<file path="config.mk">
export PLATFORM = sky130hd
export DESIGN_NAME = priority_interrupt_controller
export DESIGN_NICKNAME = d
export VERILOG_FILES = /design/src/intc_pkg.sv /design/src/priority_interrupt_controller.sv
export SDC_FILE = /design/constraint.sdc
export NUM_CORES = 1
export LEC_CHECK = 0
export ABC_AREA = 1
export BUFFER_PORTS_ARGS = -buffer_cell sky130_fd_sc_hd__buf_4
export CAP_MARGIN = 40
export CORE_ASPECT_RATIO = 0.5
export CORE_MARGIN = 3
export CORE_UTILIZATION = 45
export CTS_CLUSTER_SIZE = 14
export DETAILED_ROUTE_END_ITERATION = 10
export PLACE_DENSITY = 0.67
export REMOVE_ABC_BUFFERS = 1
export SLEW_MARGIN = 20
export SYNTH_ARGS = -nofsm -noshare
export SYNTH_HDL_FRONTEND = slang
export SYNTH_SLANG_ARGS = --single-unit
</file>
<file path="constraint.sdc">
create_clock -name clk -period 23.3 [get_ports clk]
set_input_delay 6.99 -clock clk [delete_from_list [all_inputs] [get_ports clk]]
set_output_delay 6.99 -clock clk [all_outputs]
set_load 0.005 [all_outputs]
</file>
<file path="src/intc_pkg.sv">
/*
 * Shared constants for the priority interrupt controller: register byte
 * offsets, field positions, reset values, vector-space layout and the
 * controller's sequencing states.
 * Assumes a 16-bit register view placed in the low half of a 32-bit
 * Avalon-MM data word.
 */
package intc_pkg;
   // Sizes
   localparam int NUM_SRC_DEF   = 24;      // Maskable request sources
   localparam int NUM_TRAP      = 4;       // Processor exception sources
   localparam int NUM_EXT       = 3;       // External request pins
   localparam int TIMED_DISABLE_W_DEF    = 14;      // Timed-disable count width
   localparam int ADDR_W        = 7;       // Byte address width of the slave
   localparam int MAX_SRC       = 46;      // Priority fields the map can hold

   // Source numbers fed by the external pins
   localparam int EXT_SRC_0     = 0;
   localparam int EXT_SRC_1     = 16;
   localparam int EXT_SRC_2     = 23;

   // Register byte offsets
   localparam logic [6:0] OFS_FLAGS0 = 7'h00;
   localparam logic [6:0] OFS_EN0    = 7'h0C;
   localparam logic [6:0] OFS_PRIO0  = 7'h18;
   localparam logic [6:0] OFS_GCTL1  = 7'h48;
   localparam logic [6:0] OFS_GCTL2  = 7'h4C;
   localparam logic [6:0] OFS_CPULVL = 7'h50;
   localparam logic [6:0] OFS_STATUS = 7'h54;
   localparam int         NUM_PRIO_REGS = 12;

   // Field positions
   localparam int NEST_DIS_BIT  = 15;      // Global control first
   localparam int ALT_SEL_BIT   = 15;      // Global control second
   localparam int TIMED_DISABLE_BIT      = 14;      // Global control second, read-only
   localparam int ADDR_ERR_TRAP = 1;       // Trap flag raised on vector-space fetch

   // Reset values
   localparam logic [2:0] RST_PRIO   = 3'h4;
   localparam logic [3:0] RST_CPULVL = 4'h0;

   // Levels and vectors
   localparam logic [3:0] TRAP_LEVEL_TOP = 4'hF;  // Trap t sits at TOP - t
   localparam logic [2:0] TIMED_DISABLE_PASS_LVL  = 3'h7;  // Only this source level passes a timed disable
   localparam int         SRC_VEC_BASE   = 8;     // Vector number of source 0
   localparam int         TRAP_VEC_BASE  = 1;     // Vector number of trap 0
   localparam int         NUM_VECTORS    = 63;
   localparam logic [23:0] VEC_FIRST_ADDR = 24'h00_0004;
   localparam logic [23:0] VEC_LAST_ADDR  = 24'h00_00FE;
   localparam logic [23:0] ALT_BASE_DEF   = 24'h00_0104;
   localparam logic [23:0] VEC_TABLE_SPAN = 24'h00_00FA;  // Last entry minus first

   // Sequencing of one acceptance
   typedef enum logic [1:0] {
      ST_IDLE  = 2'b00,
      ST_OFFER = 2'b01,
      ST_FETCH = 2'b10
   } ctl_state_t;
endpackage

</file>
<file path="src/priority_interrupt_controller.sv">
/*
 * Priority interrupt controller: request flags, enables and per-source
 * levels; arbitration against the CPU level with nesting and timed
 * disable; vector fetch from the primary or alternate table and the
 * program-counter load multiplexer; address error trap on fetches or
 * jumps into vector space.
 * Assumes peripherals deliver one-cycle request pulses on clk, the core
 * drives the acceptance, return and instruction-retire strobes on clk,
 * and only external pins are asynchronous.
 */
`timescale 1ns/1ps
module priority_interrupt_controller #(
   parameter int          NUM_SRC  = intc_pkg::NUM_SRC_DEF,
   parameter int          TIMED_DISABLE_W   = intc_pkg::TIMED_DISABLE_W_DEF,
   parameter logic [23:0] ALT_BASE = intc_pkg::ALT_BASE_DEF
) (
   // Clock and reset
   input  wire logic                        clk,
   input  wire logic                        srst,
   // Avalon-MM register slave
   input  wire logic [intc_pkg::ADDR_W-1:0] address,
   input  wire logic                        read,
   input  wire logic                        write,
   input  wire logic [31:0]                 writedata,
   input  wire logic [3:0]                  byteenable,
   output logic      [31:0]                 readdata,
   output logic                             waitrequest,
   // Request sources
   input  wire logic [NUM_SRC-1:0]          srcEvent,
   input  wire logic [intc_pkg::NUM_EXT-1:0] extPin,
   input  wire logic [intc_pkg::NUM_TRAP-1:0] trapEvent,
   // Core acceptance and return
   output logic                             irqReq,
   output logic      [3:0]                  irqLevel,
   output logic      [23:0]                 irqVecAddr,
   input  wire logic                        irqAck,
   input  wire logic                        retDone,
   input  wire logic [3:0]                  retLevel,
   output logic      [3:0]                  cpuLevel,
   // Timed disable
   input  wire logic                        disiStart,
   input  wire logic [TIMED_DISABLE_W-1:0]           disiCount,
   input  wire logic                        instrRetire,
   output logic                             timedDisable,
   // Vector fetch over the program bus
   output logic                             vecFetchReq,
   output logic      [23:0]                 vecFetchAddr,
   input  wire logic                        vecFetchValid,
   input  wire logic [23:0]                 progData,
   // Instruction fetch watch and counter load
   input  wire logic                        fetchValid,
   input  wire logic [23:0]                 fetchAddr,
   input  wire logic                        branchValid,
   input  wire logic [23:0]                 branchTarget,
   output logic                             pcLoad,
   output logic      [23:0]                 pcValue
);
   import intc_pkg::*;

   // Refuse sizes the map or the vector numbering cannot hold
   if (NUM_SRC < EXT_SRC_2 + 1 || NUM_SRC > MAX_SRC ||
       NUM_SRC + SRC_VEC_BASE > NUM_VECTORS || TIMED_DISABLE_W < 1 || TIMED_DISABLE_W > 16) begin
      $error("priority_interrupt_controller: unsupported parameters");
   end

   // All state of the block
   typedef struct packed {
      logic [NUM_EXT-1:0]        sync1;      // First synchroniser stage
      logic [NUM_EXT-1:0]        sync2;      // Second synchroniser stage
      logic [NUM_EXT-1:0]        extPrev;    // Previous synchronised level
      logic [NUM_EXT-1:0]        extPol;     // 1 = falling edge requests
      logic [NUM_SRC-1:0]        flags;      // Request flags
      logic [NUM_SRC-1:0]        enables;    // Source enables
      logic [NUM_SRC-1:0][2:0]   prio;       // Per-source level
      logic [NUM_TRAP-1:0]       trapFlags;  // Sticky trap status
      logic                      nestDis;    // Nesting disable
      logic                      altSel;     // Alternate table select
      logic [3:0]                cpuLevel;   // Current CPU level
      logic [3:0]                depth;      // Handlers in service
      logic [TIMED_DISABLE_W-1:0]         disiCnt;    // Instructions left disabled
      ctl_state_t                st;         // Acceptance sequence
      logic [3:0]                offerLevel; // Level shown to the core
      logic [23:0]               offerAddr;  // Vector entry shown to the core
      logic                      pcLoad;     // Counter load strobe
      logic [23:0]               pcValue;    // Counter load value
      logic                      busDone;    // Second cycle of an access
      logic [31:0]               rdata;      // Read data
   } ctl_t;

   ctl_t ctl_r;                              // Registered state
   ctl_t ctl_nxt;                            // Next state

   // Vector space covers both tables
   function automatic logic inVecSpace(input logic [23:0] a);
      return (a >= VEC_FIRST_ADDR) && (a <= VEC_LAST_ADDR ||
             (a >= ALT_BASE && a <= 24'(ALT_BASE + VEC_TABLE_SPAN)));
   endfunction

   // Entry address of a vector number in the selected table
   function automatic logic [23:0] vecEntry(input logic alt, input logic [5:0] vec);
      logic [23:0] base;
      base = alt ? ALT_BASE : VEC_FIRST_ADDR;
      return 24'(base + 24'({vec, 1'b0}));
   endfunction

   // Byte-lane merge of a 16-bit register
   function automatic logic [15:0] merge16(input logic [15:0] old, input logic [15:0] wd,
                                           input logic [1:0] be);
      return {be[1] ? wd[15:8] : old[15:8], be[0] ? wd[7:0] : old[7:0]};
   endfunction

   // A priority field exists for each source below NUM_SRC outside the top half of the last register
   function automatic logic prioExists(input int j);
      return (j < NUM_SRC) && ((j / 4) < NUM_PRIO_REGS - 1 || (j % 4) < 2);
   endfunction

   logic [NUM_EXT-1:0]  extEdge;             // Synchronised pin edges
   logic [NUM_SRC-1:0]  srcSet;              // All set events this cycle
   logic [NUM_TRAP-1:0] trapSet;             // All trap events this cycle
   logic                addrErr;             // Vector-space fetch or jump
   logic                winValid;            // A candidate beats the CPU level
   logic [3:0]          winLevel;            // Its level
   logic [5:0]          winVec;              // Its vector number
   logic                srcBlocked;          // Nesting disable in force
   logic                disiOn;              // Timed disable in force
   logic                busReq;              // Access present
   logic                busTake;             // Access completes this edge
   logic [4:0]          regIdx;              // Word index of the access
   logic [15:0]         rd16;                // Read view of the addressed word
   int                  wordBase;            // Scratch for multi-word registers

   // Event collection and address error detection
   always_comb begin
      // Peripherals supply ready-made pulses; only pin edges are found here
      for (int e = 0; e < NUM_EXT; e++) begin
         extEdge[e] = ctl_r.extPol[e] ? (ctl_r.extPrev[e] & ~ctl_r.sync2[e])
                                      : (~ctl_r.extPrev[e] & ctl_r.sync2[e]);
      end
      srcSet = srcEvent;
      srcSet[EXT_SRC_0] = srcSet[EXT_SRC_0] | extEdge[0];
      srcSet[EXT_SRC_1] = srcSet[EXT_SRC_1] | extEdge[1];
      srcSet[EXT_SRC_2] = srcSet[EXT_SRC_2] | extEdge[2];
      addrErr = (fetchValid && inVecSpace(fetchAddr)) ||
                (branchValid && inVecSpace(branchTarget));
      trapSet = trapEvent;
      trapSet[ADDR_ERR_TRAP] = trapSet[ADDR_ERR_TRAP] | addrErr;
   end

   // Arbitration over the registered flags
   always_comb begin
      srcBlocked = ctl_r.nestDis && (ctl_r.depth != 4'h0);
      disiOn     = (ctl_r.disiCnt != '0);
      winValid   = 1'b0;
      winLevel   = 4'h0;
      winVec     = 6'h00;
      // Walk downward so an equal level at a lower number replaces the earlier pick
      for (int i = NUM_SRC - 1; i >= 0; i--) begin
         if (ctl_r.flags[i] && ctl_r.enables[i] &&
             ctl_r.prio[i] != 3'h0 &&
             {1'b0, ctl_r.prio[i]} > ctl_r.cpuLevel &&
             !srcBlocked &&
             !(disiOn && ctl_r.prio[i] < TIMED_DISABLE_PASS_LVL) &&
             {1'b0, ctl_r.prio[i]} >= winLevel) begin
            winValid = 1'b1;
            winLevel = {1'b0, ctl_r.prio[i]};
            winVec   = 6'(i + SRC_VEC_BASE);
         end
      end
      // Traps sit above every maskable level and override any source
      for (int t = NUM_TRAP - 1; t >= 0; t--) begin
         if (ctl_r.trapFlags[t] && 4'(TRAP_LEVEL_TOP - 4'(t)) > ctl_r.cpuLevel) begin
            winValid = 1'b1;
            winLevel = 4'(TRAP_LEVEL_TOP - 4'(t));
            winVec   = 6'(t + TRAP_VEC_BASE);
         end
      end
   end

   // Register read view
   always_comb begin
      busReq   = read | write;
      busTake  = busReq & ctl_r.busDone;
      regIdx   = address[6:2];
      rd16     = 16'h0000;
      wordBase = 0;
      if (regIdx < OFS_EN0[6:2]) begin
         // Request flag words; bits above the source count read zero
         wordBase = 16 * int'(regIdx - OFS_FLAGS0[6:2]);
         for (int b = 0; b < 16; b++) begin
            if (wordBase + b < NUM_SRC) rd16[b] = ctl_r.flags[wordBase + b];
         end
      end else if (regIdx < OFS_PRIO0[6:2]) begin
         wordBase = 16 * int'(regIdx - OFS_EN0[6:2]);
         for (int b = 0; b < 16; b++) begin
            if (wordBase + b < NUM_SRC) rd16[b] = ctl_r.enables[wordBase + b];
         end
      end else if (regIdx < OFS_GCTL1[6:2]) begin
         // Nibble n holds its field in bits 2:0, bit 3 reads zero
         wordBase = 4 * int'(regIdx - OFS_PRIO0[6:2]);
         for (int n = 0; n < 4; n++) begin
            if (prioExists(wordBase + n)) rd16[4*n +: 3] = ctl_r.prio[wordBase + n];
         end
      end else if (regIdx == OFS_GCTL1[6:2]) begin
         rd16[NEST_DIS_BIT]   = ctl_r.nestDis;
         rd16[NUM_TRAP-1:0]   = ctl_r.trapFlags;
      end else if (regIdx == OFS_GCTL2[6:2]) begin
         rd16[ALT_SEL_BIT]    = ctl_r.altSel;
         rd16[TIMED_DISABLE_BIT]       = disiOn;
         rd16[NUM_EXT-1:0]    = ctl_r.extPol;
      end else if (regIdx == OFS_CPULVL[6:2]) begin
         rd16[3:0]            = ctl_r.cpuLevel;
      end else if (regIdx == OFS_STATUS[6:2]) begin
         rd16[3:0]            = ctl_r.depth;
         rd16[9:4]            = winVec;
         rd16[15]             = winValid;
      end
   end

   // Next-state logic
   always_comb begin
      int wrBase;                            // Own scratch, the read view keeps wordBase
      wrBase  = 0;
      ctl_nxt = ctl_r;

      // Pin synchronisers and edge history
      ctl_nxt.sync1   = extPin;
      ctl_nxt.sync2   = ctl_r.sync1;
      ctl_nxt.extPrev = ctl_r.sync2;

      // Bus slave: one wait state, read data latched in the first cycle
      ctl_nxt.busDone = busReq & ~ctl_r.busDone;
      if (busReq && !ctl_r.busDone) begin
         ctl_nxt.rdata = {16'h0000, rd16};
      end

      // Software writes land on the edge that ends the access
      if (busTake && write) begin
         if (regIdx < OFS_EN0[6:2]) begin
            wrBase = 16 * int'(regIdx - OFS_FLAGS0[6:2]);
            for (int b = 0; b < 16; b++) begin
               if (wrBase + b < NUM_SRC && byteenable[b / 8])
                  ctl_nxt.flags[wrBase + b] = writedata[b];
            end
         end else if (regIdx < OFS_PRIO0[6:2]) begin
            wrBase = 16 * int'(regIdx - OFS_EN0[6:2]);
            for (int b = 0; b < 16; b++) begin
               if (wrBase + b < NUM_SRC && byteenable[b / 8])
                  ctl_nxt.enables[wrBase + b] = writedata[b];
            end
         end else if (regIdx < OFS_GCTL1[6:2]) begin
            wrBase = 4 * int'(regIdx - OFS_PRIO0[6:2]);
            for (int n = 0; n < 4; n++) begin
               if (prioExists(wrBase + n) && byteenable[n / 2])
                  ctl_nxt.prio[wrBase + n] = writedata[4*n +: 3];
            end
         end else if (regIdx == OFS_GCTL1[6:2]) begin
            if (byteenable[1]) ctl_nxt.nestDis = writedata[NEST_DIS_BIT];
            if (byteenable[0]) ctl_nxt.trapFlags = writedata[NUM_TRAP-1:0];
         end else if (regIdx == OFS_GCTL2[6:2]) begin
            if (byteenable[1]) ctl_nxt.altSel = writedata[ALT_SEL_BIT];
            if (byteenable[0]) ctl_nxt.extPol = writedata[NUM_EXT-1:0];
         end else if (regIdx == OFS_CPULVL[6:2]) begin
            // Level is frozen against software while nesting is disabled
            if (!ctl_r.nestDis && byteenable[0])
               ctl_nxt.cpuLevel = 4'(merge16({12'h000, ctl_r.cpuLevel}, writedata[15:0],
                                             byteenable[1:0]));
         end
      end

      // Hardware sets win over a software clear in the same cycle
      ctl_nxt.flags     = ctl_nxt.flags | srcSet;
      ctl_nxt.trapFlags = ctl_nxt.trapFlags | trapSet;

      // Timed disable counts retired instructions
      if (disiStart) begin
         ctl_nxt.disiCnt = disiCount;
      end else if (instrRetire && disiOn) begin
         ctl_nxt.disiCnt = TIMED_DISABLE_W'(ctl_r.disiCnt - 1'b1);
      end

      // Return restores the level saved by the core
      if (retDone) begin
         ctl_nxt.cpuLevel = retLevel;
         if (ctl_r.depth != 4'h0) ctl_nxt.depth = 4'(ctl_r.depth - 4'h1);
      end

      // Acceptance sequence
      ctl_nxt.pcLoad = 1'b0;
      unique case (ctl_r.st)
         ST_IDLE, ST_OFFER: begin
            if (ctl_r.st == ST_OFFER && irqAck) begin
               // Core took what was shown; raise its level and fetch the vector
               ctl_nxt.cpuLevel = ctl_r.offerLevel;
               if (ctl_r.depth != 4'hF) ctl_nxt.depth = 4'(ctl_r.depth + 4'h1);
               ctl_nxt.st = ST_FETCH;
            end else if (winValid) begin
               // Offer follows the winner each cycle until taken
               ctl_nxt.offerLevel = winLevel;
               ctl_nxt.offerAddr  = vecEntry(ctl_r.altSel, winVec);
               ctl_nxt.st         = ST_OFFER;
            end else begin
               ctl_nxt.st = ST_IDLE;
            end
         end
         ST_FETCH: begin
            if (vecFetchValid) begin
               ctl_nxt.pcLoad  = 1'b1;
               ctl_nxt.pcValue = progData;
               ctl_nxt.st      = ST_IDLE;
            end
         end
         default: ctl_nxt.st = ST_IDLE;
      endcase

      // Branch path of the counter mux; a vector load has precedence
      if (branchValid && !inVecSpace(branchTarget) && !ctl_nxt.pcLoad) begin
         ctl_nxt.pcLoad  = 1'b1;
         ctl_nxt.pcValue = branchTarget;
      end
   end

   // State register
   always_ff @(posedge clk) begin
      if (srst) begin
         ctl_r          <= '0;
         ctl_r.prio     <= {NUM_SRC{RST_PRIO}};
         ctl_r.cpuLevel <= RST_CPULVL;
         ctl_r.st       <= ST_IDLE;
      end else begin
         ctl_r <= ctl_nxt;
      end
   end

   // Outputs
   assign readdata     = ctl_r.rdata;
   assign waitrequest  = busReq & ~ctl_r.busDone;
   assign irqReq       = (ctl_r.st == ST_OFFER);
   assign irqLevel     = ctl_r.offerLevel;
   assign irqVecAddr   = ctl_r.offerAddr;
   assign cpuLevel     = ctl_r.cpuLevel;
   assign timedDisable = disiOn;
   assign vecFetchReq  = (ctl_r.st == ST_FETCH);
   assign vecFetchAddr = ctl_r.offerAddr;
   assign pcLoad       = ctl_r.pcLoad;
   assign pcValue      = ctl_r.pcValue;
endmodule

</file>
Yosys cells after proc, flatten, opt, wreduce, memory -nomap -nowiden
Index checks and enable logic that the tools add are counted.
{"block": "op_classes", "n_bitwise": 30, "magnitude_cmp": 200, "mux": 525, "mul": 0, "reduce_logical": 336, "n_shift": 0, "eq_ne": 8, "div": 0, "addsub": 42}
{"operator": "$mux 24", "count": 109}
{"operator": "$mux 72", "count": 17}
{"operator": "$bwmux 24", "count": 32}
{"operator": "$lt 32x6->1 const B", "count": 15}
{"operator": "$bwmux 72", "count": 4}
{"operator": "$logic_and 1x1->1", "count": 260}
{"operator": "$mux 1", "count": 176}
{"operator": "$mux 6", "count": 29}
{"operator": "$ge 11x1->1 const B", "count": 15}
{"operator": "$lt 11x6->1 const B", "count": 15}
{"operator": "$lt 11x7->1 const B", "count": 15}
{"operator": "$ge 10x1->1 const B", "count": 16}
{"operator": "$lt 10x6->1 const B", "count": 16}
{"operator": "$bmux 1 s5", "count": 30}
{"operator": "$demux 1 s5", "count": 30}
{"operator": "$mux 4", "count": 37}
{"operator": "$mux 130", "count": 1}
{"operator": "$mux 106", "count": 1}
{"operator": "$add 32x1->32", "count": 3}
{"operator": "$gt 3x4->1", "count": 24}
{"operator": "$lt 32x5->1 const B", "count": 3}
{"operator": "$ge 3x4->1", "count": 23}
{"operator": "$add 10x5->11 const B", "count": 8}
{"operator": "$mux 82", "count": 1}
{"operator": "72 further kinds", "count": 261}
{"block": "word_totals", "romBits": 0, "output_inout_bits": 117, "word_cells": 1184, "ff_bits": 232, "mem_bits_rw": 0, "input_bits": 175, "n_memories": 0, "latchBits": 0}

Depth between registers and ports, before layout
{"block": "depth", "ltp_word": 92, "ltp_mapped": 226, "mapped_depth_nobuf": 226}

Worst setup path after synthesis
Ideal clock, no wire load.
{"block": "synth_timing", "path_type": "register to register", "from": "register, netlist name cpuLevel[0]", "to": "register ctl_r (netlist bit irqVecAddr[4])", "required_ns": 23.187, "setup_time_ns": 0.113, "path_slack_ns": -0.737, "path_buffers": 0, "arrival_ns": 23.924, "period_less_slack_ns": 24.037, "stages_incl_launch_ff": 216, "cell_sequence": "dfxtp_1 -> ha_1 -> nand2_1 -> nor2_1 -> nor2_1 -> nand3_1 -> nor2_2 -> nand3_2 -> ha_1 -> inv_1 -> o21bai_1 -> nand2_1 -> nand3_1 -> nand4_2 -> o21ai_0 -> ha_1 -> inv_1 -> nand2_1 -> [... 180 more ...] -> inv_1 -> nand2_1 -> and2_1 -> ha_1 -> inv_1 -> a21oi_1 -> o21a_1 -> nor2_1 -> nor3_1 -> nor3_1 -> inv_1 -> nor2_1 -> nand2_1 -> a21oi_1 -> ha_1 -> xnor2_1 -> o21ai_1 -> inv_1"}
{"block": "synth_via", "elab_chain_cells": 79, "elab_cells_between_ends": 231, "classes_between": "add/sub: 1; order compare: 51; mux: 79; reduce/logical: 100"}
{"element": "$gt 3x4->1", "line": "priority_interrupt_controller.sv:160", "rtl": "{1'b0, ctl_r.prio[i]} > ctl_r.cpuLevel &&"}
{"element": "$logic_and 1x1->1", "line": "priority_interrupt_controller.sv:159", "rtl": "ctl_r.prio[i] != 3'h0 &&"}
{"element": "$logic_and 1x1->1", "line": "priority_interrupt_controller.sv:160"}
{"element": "$logic_and 1x1->1", "line": "priority_interrupt_controller.sv:161", "rtl": "!srcBlocked &&"}
{"element": "$mux 3", "line": "priority_interrupt_controller.sv:158", "rtl": "if (ctl_r.flags[i] && ctl_r.enables[i] &&"}
{"element": "$ge 3x4->1", "line": "priority_interrupt_controller.sv:163", "rtl": "{1'b0, ctl_r.prio[i]} >= winLevel) begin"}
{"element": "$logic_and 1x1->1", "line": "priority_interrupt_controller.sv:162", "rtl": "!(disiOn && ctl_r.prio[i] < TIMED_DISABLE_PASS_LVL) &&"}
{"element": "$mux 4", "line": "priority_interrupt_controller.sv:158"}
{"element": "[... 60 more ...]"}
{"element": "$ge 3x4->1", "line": "priority_interrupt_controller.sv:163"}
{"element": "$logic_and 1x1->1", "line": "priority_interrupt_controller.sv:162"}
{"element": "$mux 4", "line": "priority_interrupt_controller.sv:158"}
{"element": "$ge 3x4->1", "line": "priority_interrupt_controller.sv:163"}
{"element": "$logic_and 1x1->1", "line": "priority_interrupt_controller.sv:162"}
{"element": "$mux 6 / $mux 1 (equally long branches)", "line": "priority_interrupt_controller.sv:158"}
{"element": "$mux 6 / $mux 1 (equally long branches) (4 in a row)", "line": "priority_interrupt_controller.sv:171", "rtl": "if (ctl_r.trapFlags[t] && 4'(TRAP_LEVEL_TOP - 4'(t)) > ctl_r.cpuLevel) begin"}
{"element": "$add 9x7->10 / $reduce_and 3->1 (equally long branches)"}
{"element": "to (signal assigned)", "line": "priority_interrupt_controller.sv:330", "rtl": "ctl_r <= ctl_nxt;"}
{"element": "to (decl)", "line": "priority_interrupt_controller.sv:90", "rtl": "ctl_t ctl_r;"}
Parallel ways exist; a longest one is shown, timed or not.
A chain may end at the register's enable or synchronous reset.

Worst setup path in the final report
{"block": "layout_timing", "from": "register, netlist name cpuLevel[1]", "to": "register ctl_r (netlist bit irqLevel[3])"}
{"block": "layout_via", "elab_chain_cells": 79, "elab_cells_between_ends": 207, "classes_between": "order compare: 51; mux: 56; reduce/logical: 100"}
{"element": "$gt 3x4->1", "line": "priority_interrupt_controller.sv:160"}
{"element": "$logic_and 1x1->1", "line": "priority_interrupt_controller.sv:159"}
{"element": "$logic_and 1x1->1", "line": "priority_interrupt_controller.sv:160"}
{"element": "$logic_and 1x1->1", "line": "priority_interrupt_controller.sv:161"}
{"element": "$mux 3", "line": "priority_interrupt_controller.sv:158"}
{"element": "$ge 3x4->1", "line": "priority_interrupt_controller.sv:163"}
{"element": "$logic_and 1x1->1", "line": "priority_interrupt_controller.sv:162"}
{"element": "$mux 4", "line": "priority_interrupt_controller.sv:158"}
{"element": "[... 60 more ...]"}
{"element": "$ge 3x4->1", "line": "priority_interrupt_controller.sv:163"}
{"element": "$logic_and 1x1->1", "line": "priority_interrupt_controller.sv:162"}
{"element": "$mux 4", "line": "priority_interrupt_controller.sv:158"}
{"element": "$ge 3x4->1", "line": "priority_interrupt_controller.sv:163"}
{"element": "$logic_and 1x1->1", "line": "priority_interrupt_controller.sv:162"}
{"element": "$mux 1", "line": "priority_interrupt_controller.sv:158"}
{"element": "$mux 1 (4 in a row)", "line": "priority_interrupt_controller.sv:171"}
{"element": "$reduce_and 3->1 (no source line)"}
Parallel ways exist; a longest one is shown, timed or not.

==> results.py <==
metrics = {
    "outcome": {
        "status": "finished with violations",
        "violations": "setup timing",
    },
    "sta": {
        "clock_skew_ns": 0.03200,
        "setup_ws_ns": -1.406,
        "tns_ns": -23.60,
        "period_minus_slack_ns": 24.71,
        "setup_violations": 18,
        "fmax_mhz": 40.48,
        "worst_pin_slew_ns": 1.226,
        "rsz0062_at_grt": "yes",
        "maxSlewViolCount": 0,
        "finalCritPeriodShare_pct": 106.0,
        "hold_viol_final": 0,
        "relSlewSlack_pct": 16.16,
    },
    "clock_tree": {
        "numCtsBuffers": 23,
        "clk_pin_slew_ns": 0.07,
        "cts_num_sinks": 215,
        "clk_latency_ns": 0.54,
        "ctsLongestPathBuffers": 3,
        "cts_tree": "yes",
        "cts_max_level": 1,
        "clock-root-buffer": "clkbuf_16",
    },
    "global_routing": {
        "grt-ovfl-total": 0,
        "grt_pass1_vias": 16860,
        "grt_pass1_wl_mm": 93.98,
        "grt_max_degree": 89,
        "grt_use_total_pct": 30.04,
        "antenna_found_initial": 0,
    },
    "synthesis": {
        "synth_edf_count": 0,
        "synth_area_per_cell_sq_um": 6.723,
        "netlist.area_leader.share_pct": 25.52,
        "synth_cell_types": 64,
        "synth_top_cell_by_area": "dfxtp_1",
        "synth_cells": 2509,
        "synth_area_leaders": "dfxtp_1 26%, ha_1 12%, inv_1 8.5%",
        "synth_flop_cell": "dfxtp_1",
        "synth_area_sq_um": 16870,
        "ys_warn_count": 0,
        "synth-seq-area-share_pct": 25.52,
        "synth-async-reset-ratio_pct": 0,
        "synth-seq-cells": 215,
    },
    "worst_setup_path": {
        "reg2reg_from": "cpuLevel[1]$_SDFF_PP0_",
        "worstPathRequired_ns": 23.71,
        "critical_path_class": "reg2reg",
        "worst_setup_path_start_kind": "register",
        "critPathSlowestCell": "dfxtp_2",
        "worstPathArrival_ns": 25.11,
        "cp_common_cell": "nand2_2",
        "slowest_delay_ns": 0.36,
        "crit_fanout": 6,
        "crit_start": "cpuLevel[1]$_SDFF_PP0_",
        "crit_path_end_kind": "register",
    },
    "place": {
        "numPortBuffers": 220,
        "gp_congestion": 0.9907,
        "dp_hpwl_mm": 47.08,
    },
    "detailed_routing": {
        "first_pass_iters": 5,
        "drt_iter0_drc": 1961,
        "wl_mm": 63.96,
        "drc": 0,
        "vias": 18660,
        "routed_via_density": 5.544,
        "drtAntennaViolNets": 0,
        "wire_per_inst_um": 19.01,
    },
    "die": {
        "die_w_um": 279.8,
        "die_area_sq_um": 39990,
        "die_height_um": 142.9,
        "ios": 292,
        "start_util_pct": 46.32,
        "core_area_sq_um": 36420,
        "rows": 49,
    },
    "finish": {
        "fillers": 3375,
        "syn_to_final_growth_pct": 28.78,
        "nNetsFinal": 3197,
        "layout-drive-gt1-share_pct": 26.69,
        "postLayoutCoreUtil_pct": 59.65,
        "antennaDiodeCount": 0,
    },
    "hold_path": {
        "hold_class": "reg2reg",
        "min_from": "ctl_nxt[242]$_SDFF_PP0_",
    },
    "pwr": {
        "ir_worst_vdd_uv": 45.23,
        "p_leak_nw": 10.50,
        "power.density_nw_per_um2": 46.85,
    },
    "job": {
        "drv_cap": 0,
    },
}
worst paths after layout:
path	to	slack [ns]	cells after the start
setup / recovery	irqLevel[3]$_SDFFE_PP0P_	-1.41	220
hold / removal	ctl_nxt[239]$_SDFF_PP0_	0.39	2
setup reg to reg	irqLevel[3]$_SDFFE_PP0P_	-1.41	220
hold reg to reg	ctl_nxt[239]$_SDFF_PP0_	0.39	2
power by group:
group	leakage [nW]	internal, W	switching [W]
clock network	0.381	0.000235	0.000162
logic	8.35	0.0000925	0.000131
registers	1.76	0.000384	0.0000128
through the flow:
| step | cells | total power [W] | hold WS (ns) | cell area, sq um | worst slack (ns) |
|---|---|---|---|---|---|
| CTS | 3320 | 0.001006 | 0.4004 | 20590 | -1.678 |
| detailed placement | 3277 | 0.0006109 | 0.3979 | 19700 | -2.663 |
| global placement | 3272 | 0.0006060 | 0.3963 | 19640 | -2.175 |
| finish | 3365 | 0.001018 | 0.3947 | 21720 | -1.406 |
| floorplan | 2371 | 0.0005041 | 0.3883 | 15900 | -0.8227 |
| global route | 3365 | 0.001057 | 0.4157 | 21720 | -3.417 |
cell usage in the layout (no fill, tap or decap), types with 39 or more instances in the layout:
master / count
a21oi_1: 206
inv_1: 364
dfxtp_1: 210
conb_1: 50
ha_1: 143
buf_4: 452
nor2_1: 167
nand2_1: 324
o21ai_0: 221
nand3_1: 127
a31oi_1: 39
nand2_2: 75
cell usage after synthesis (4+ instances only):
cell and n:
clkbuf_1 62, o21ai_0 266, o31ai_1 25, xnor2_1 5
dfxtp_1 215, a311oi_1 13, nand3_2 24, nor2_2 4
inv_1 380, and2_1 6, nor4_1 24, o21bai_1 21
a22oi_1 5, o221ai_1 4, nor3_1 31, buf_4 114
inv_2 6, o21a_1 4, o211ai_1 30, nand4_1 26
xor2_1 9, buf_1 7, a211oi_1 6, nand2_2 45
nand2_1 367, and3_1 4, o311ai_0 6, a31oi_1 39
nand3_1 138, nor2_1 180, a21oi_1 221, o22ai_1 6
ha_1 156, o21ai_1 11
logic make-up after synthesis:
logic type      synth area share [%]
buf+inv                        15.51
xor+xnor                      0.7269
other cells                  0.02223
mux                           0.1187
simple gates                   23.71
compound gates                 22.82
fa+ha+maj                      11.57
flops                          25.52
per-layer routing:
metal  up-vias  routed length, um  global-route usage [%]
met5         -                  0                       0
met1      8602              26510                   39.85
li1       9016                  -                       -
met4         0               2141                   9.550
met3       148               6303                   5.277
met2       890              29000                   50.04
worst max-delay path: cells and delay by family (launching register included):
family / cells / cell delay [ns]
DFF: 1 / 0.36
buffers and inverters: 39 / 2.63
adders and majority gates: 24 / 6.60
and+or+nand+nor: 108 / 9.63
AOI/OAI and AO/OA: 47 / 4.85
muxes: 2 / 0.49
area by class of cell:
class                      instances  area (sq um)  share of cell area (%)
clock inverter                    11         166.4                  0.7660
timing repair inverter             1         11.26                 0.05184
tap                              484         605.6                   2.788
clock buffer                      29         628.1                   2.891
inverter                         389          1480                   6.814
sequential                       215          4313                   19.85
multi-input combinational       1767         10930                   50.32
timing repair buffer             469          3588                   16.52
timing repair:
action                                  CTS  global route
buffers inserted                          3            46
cloned                                    0             1
hold buffers                              0             0
endpoints found under the setup margin   18            18
resized for setup                        38           228
pin swaps                                 7           147
Power figures use the tool's default switching activity.
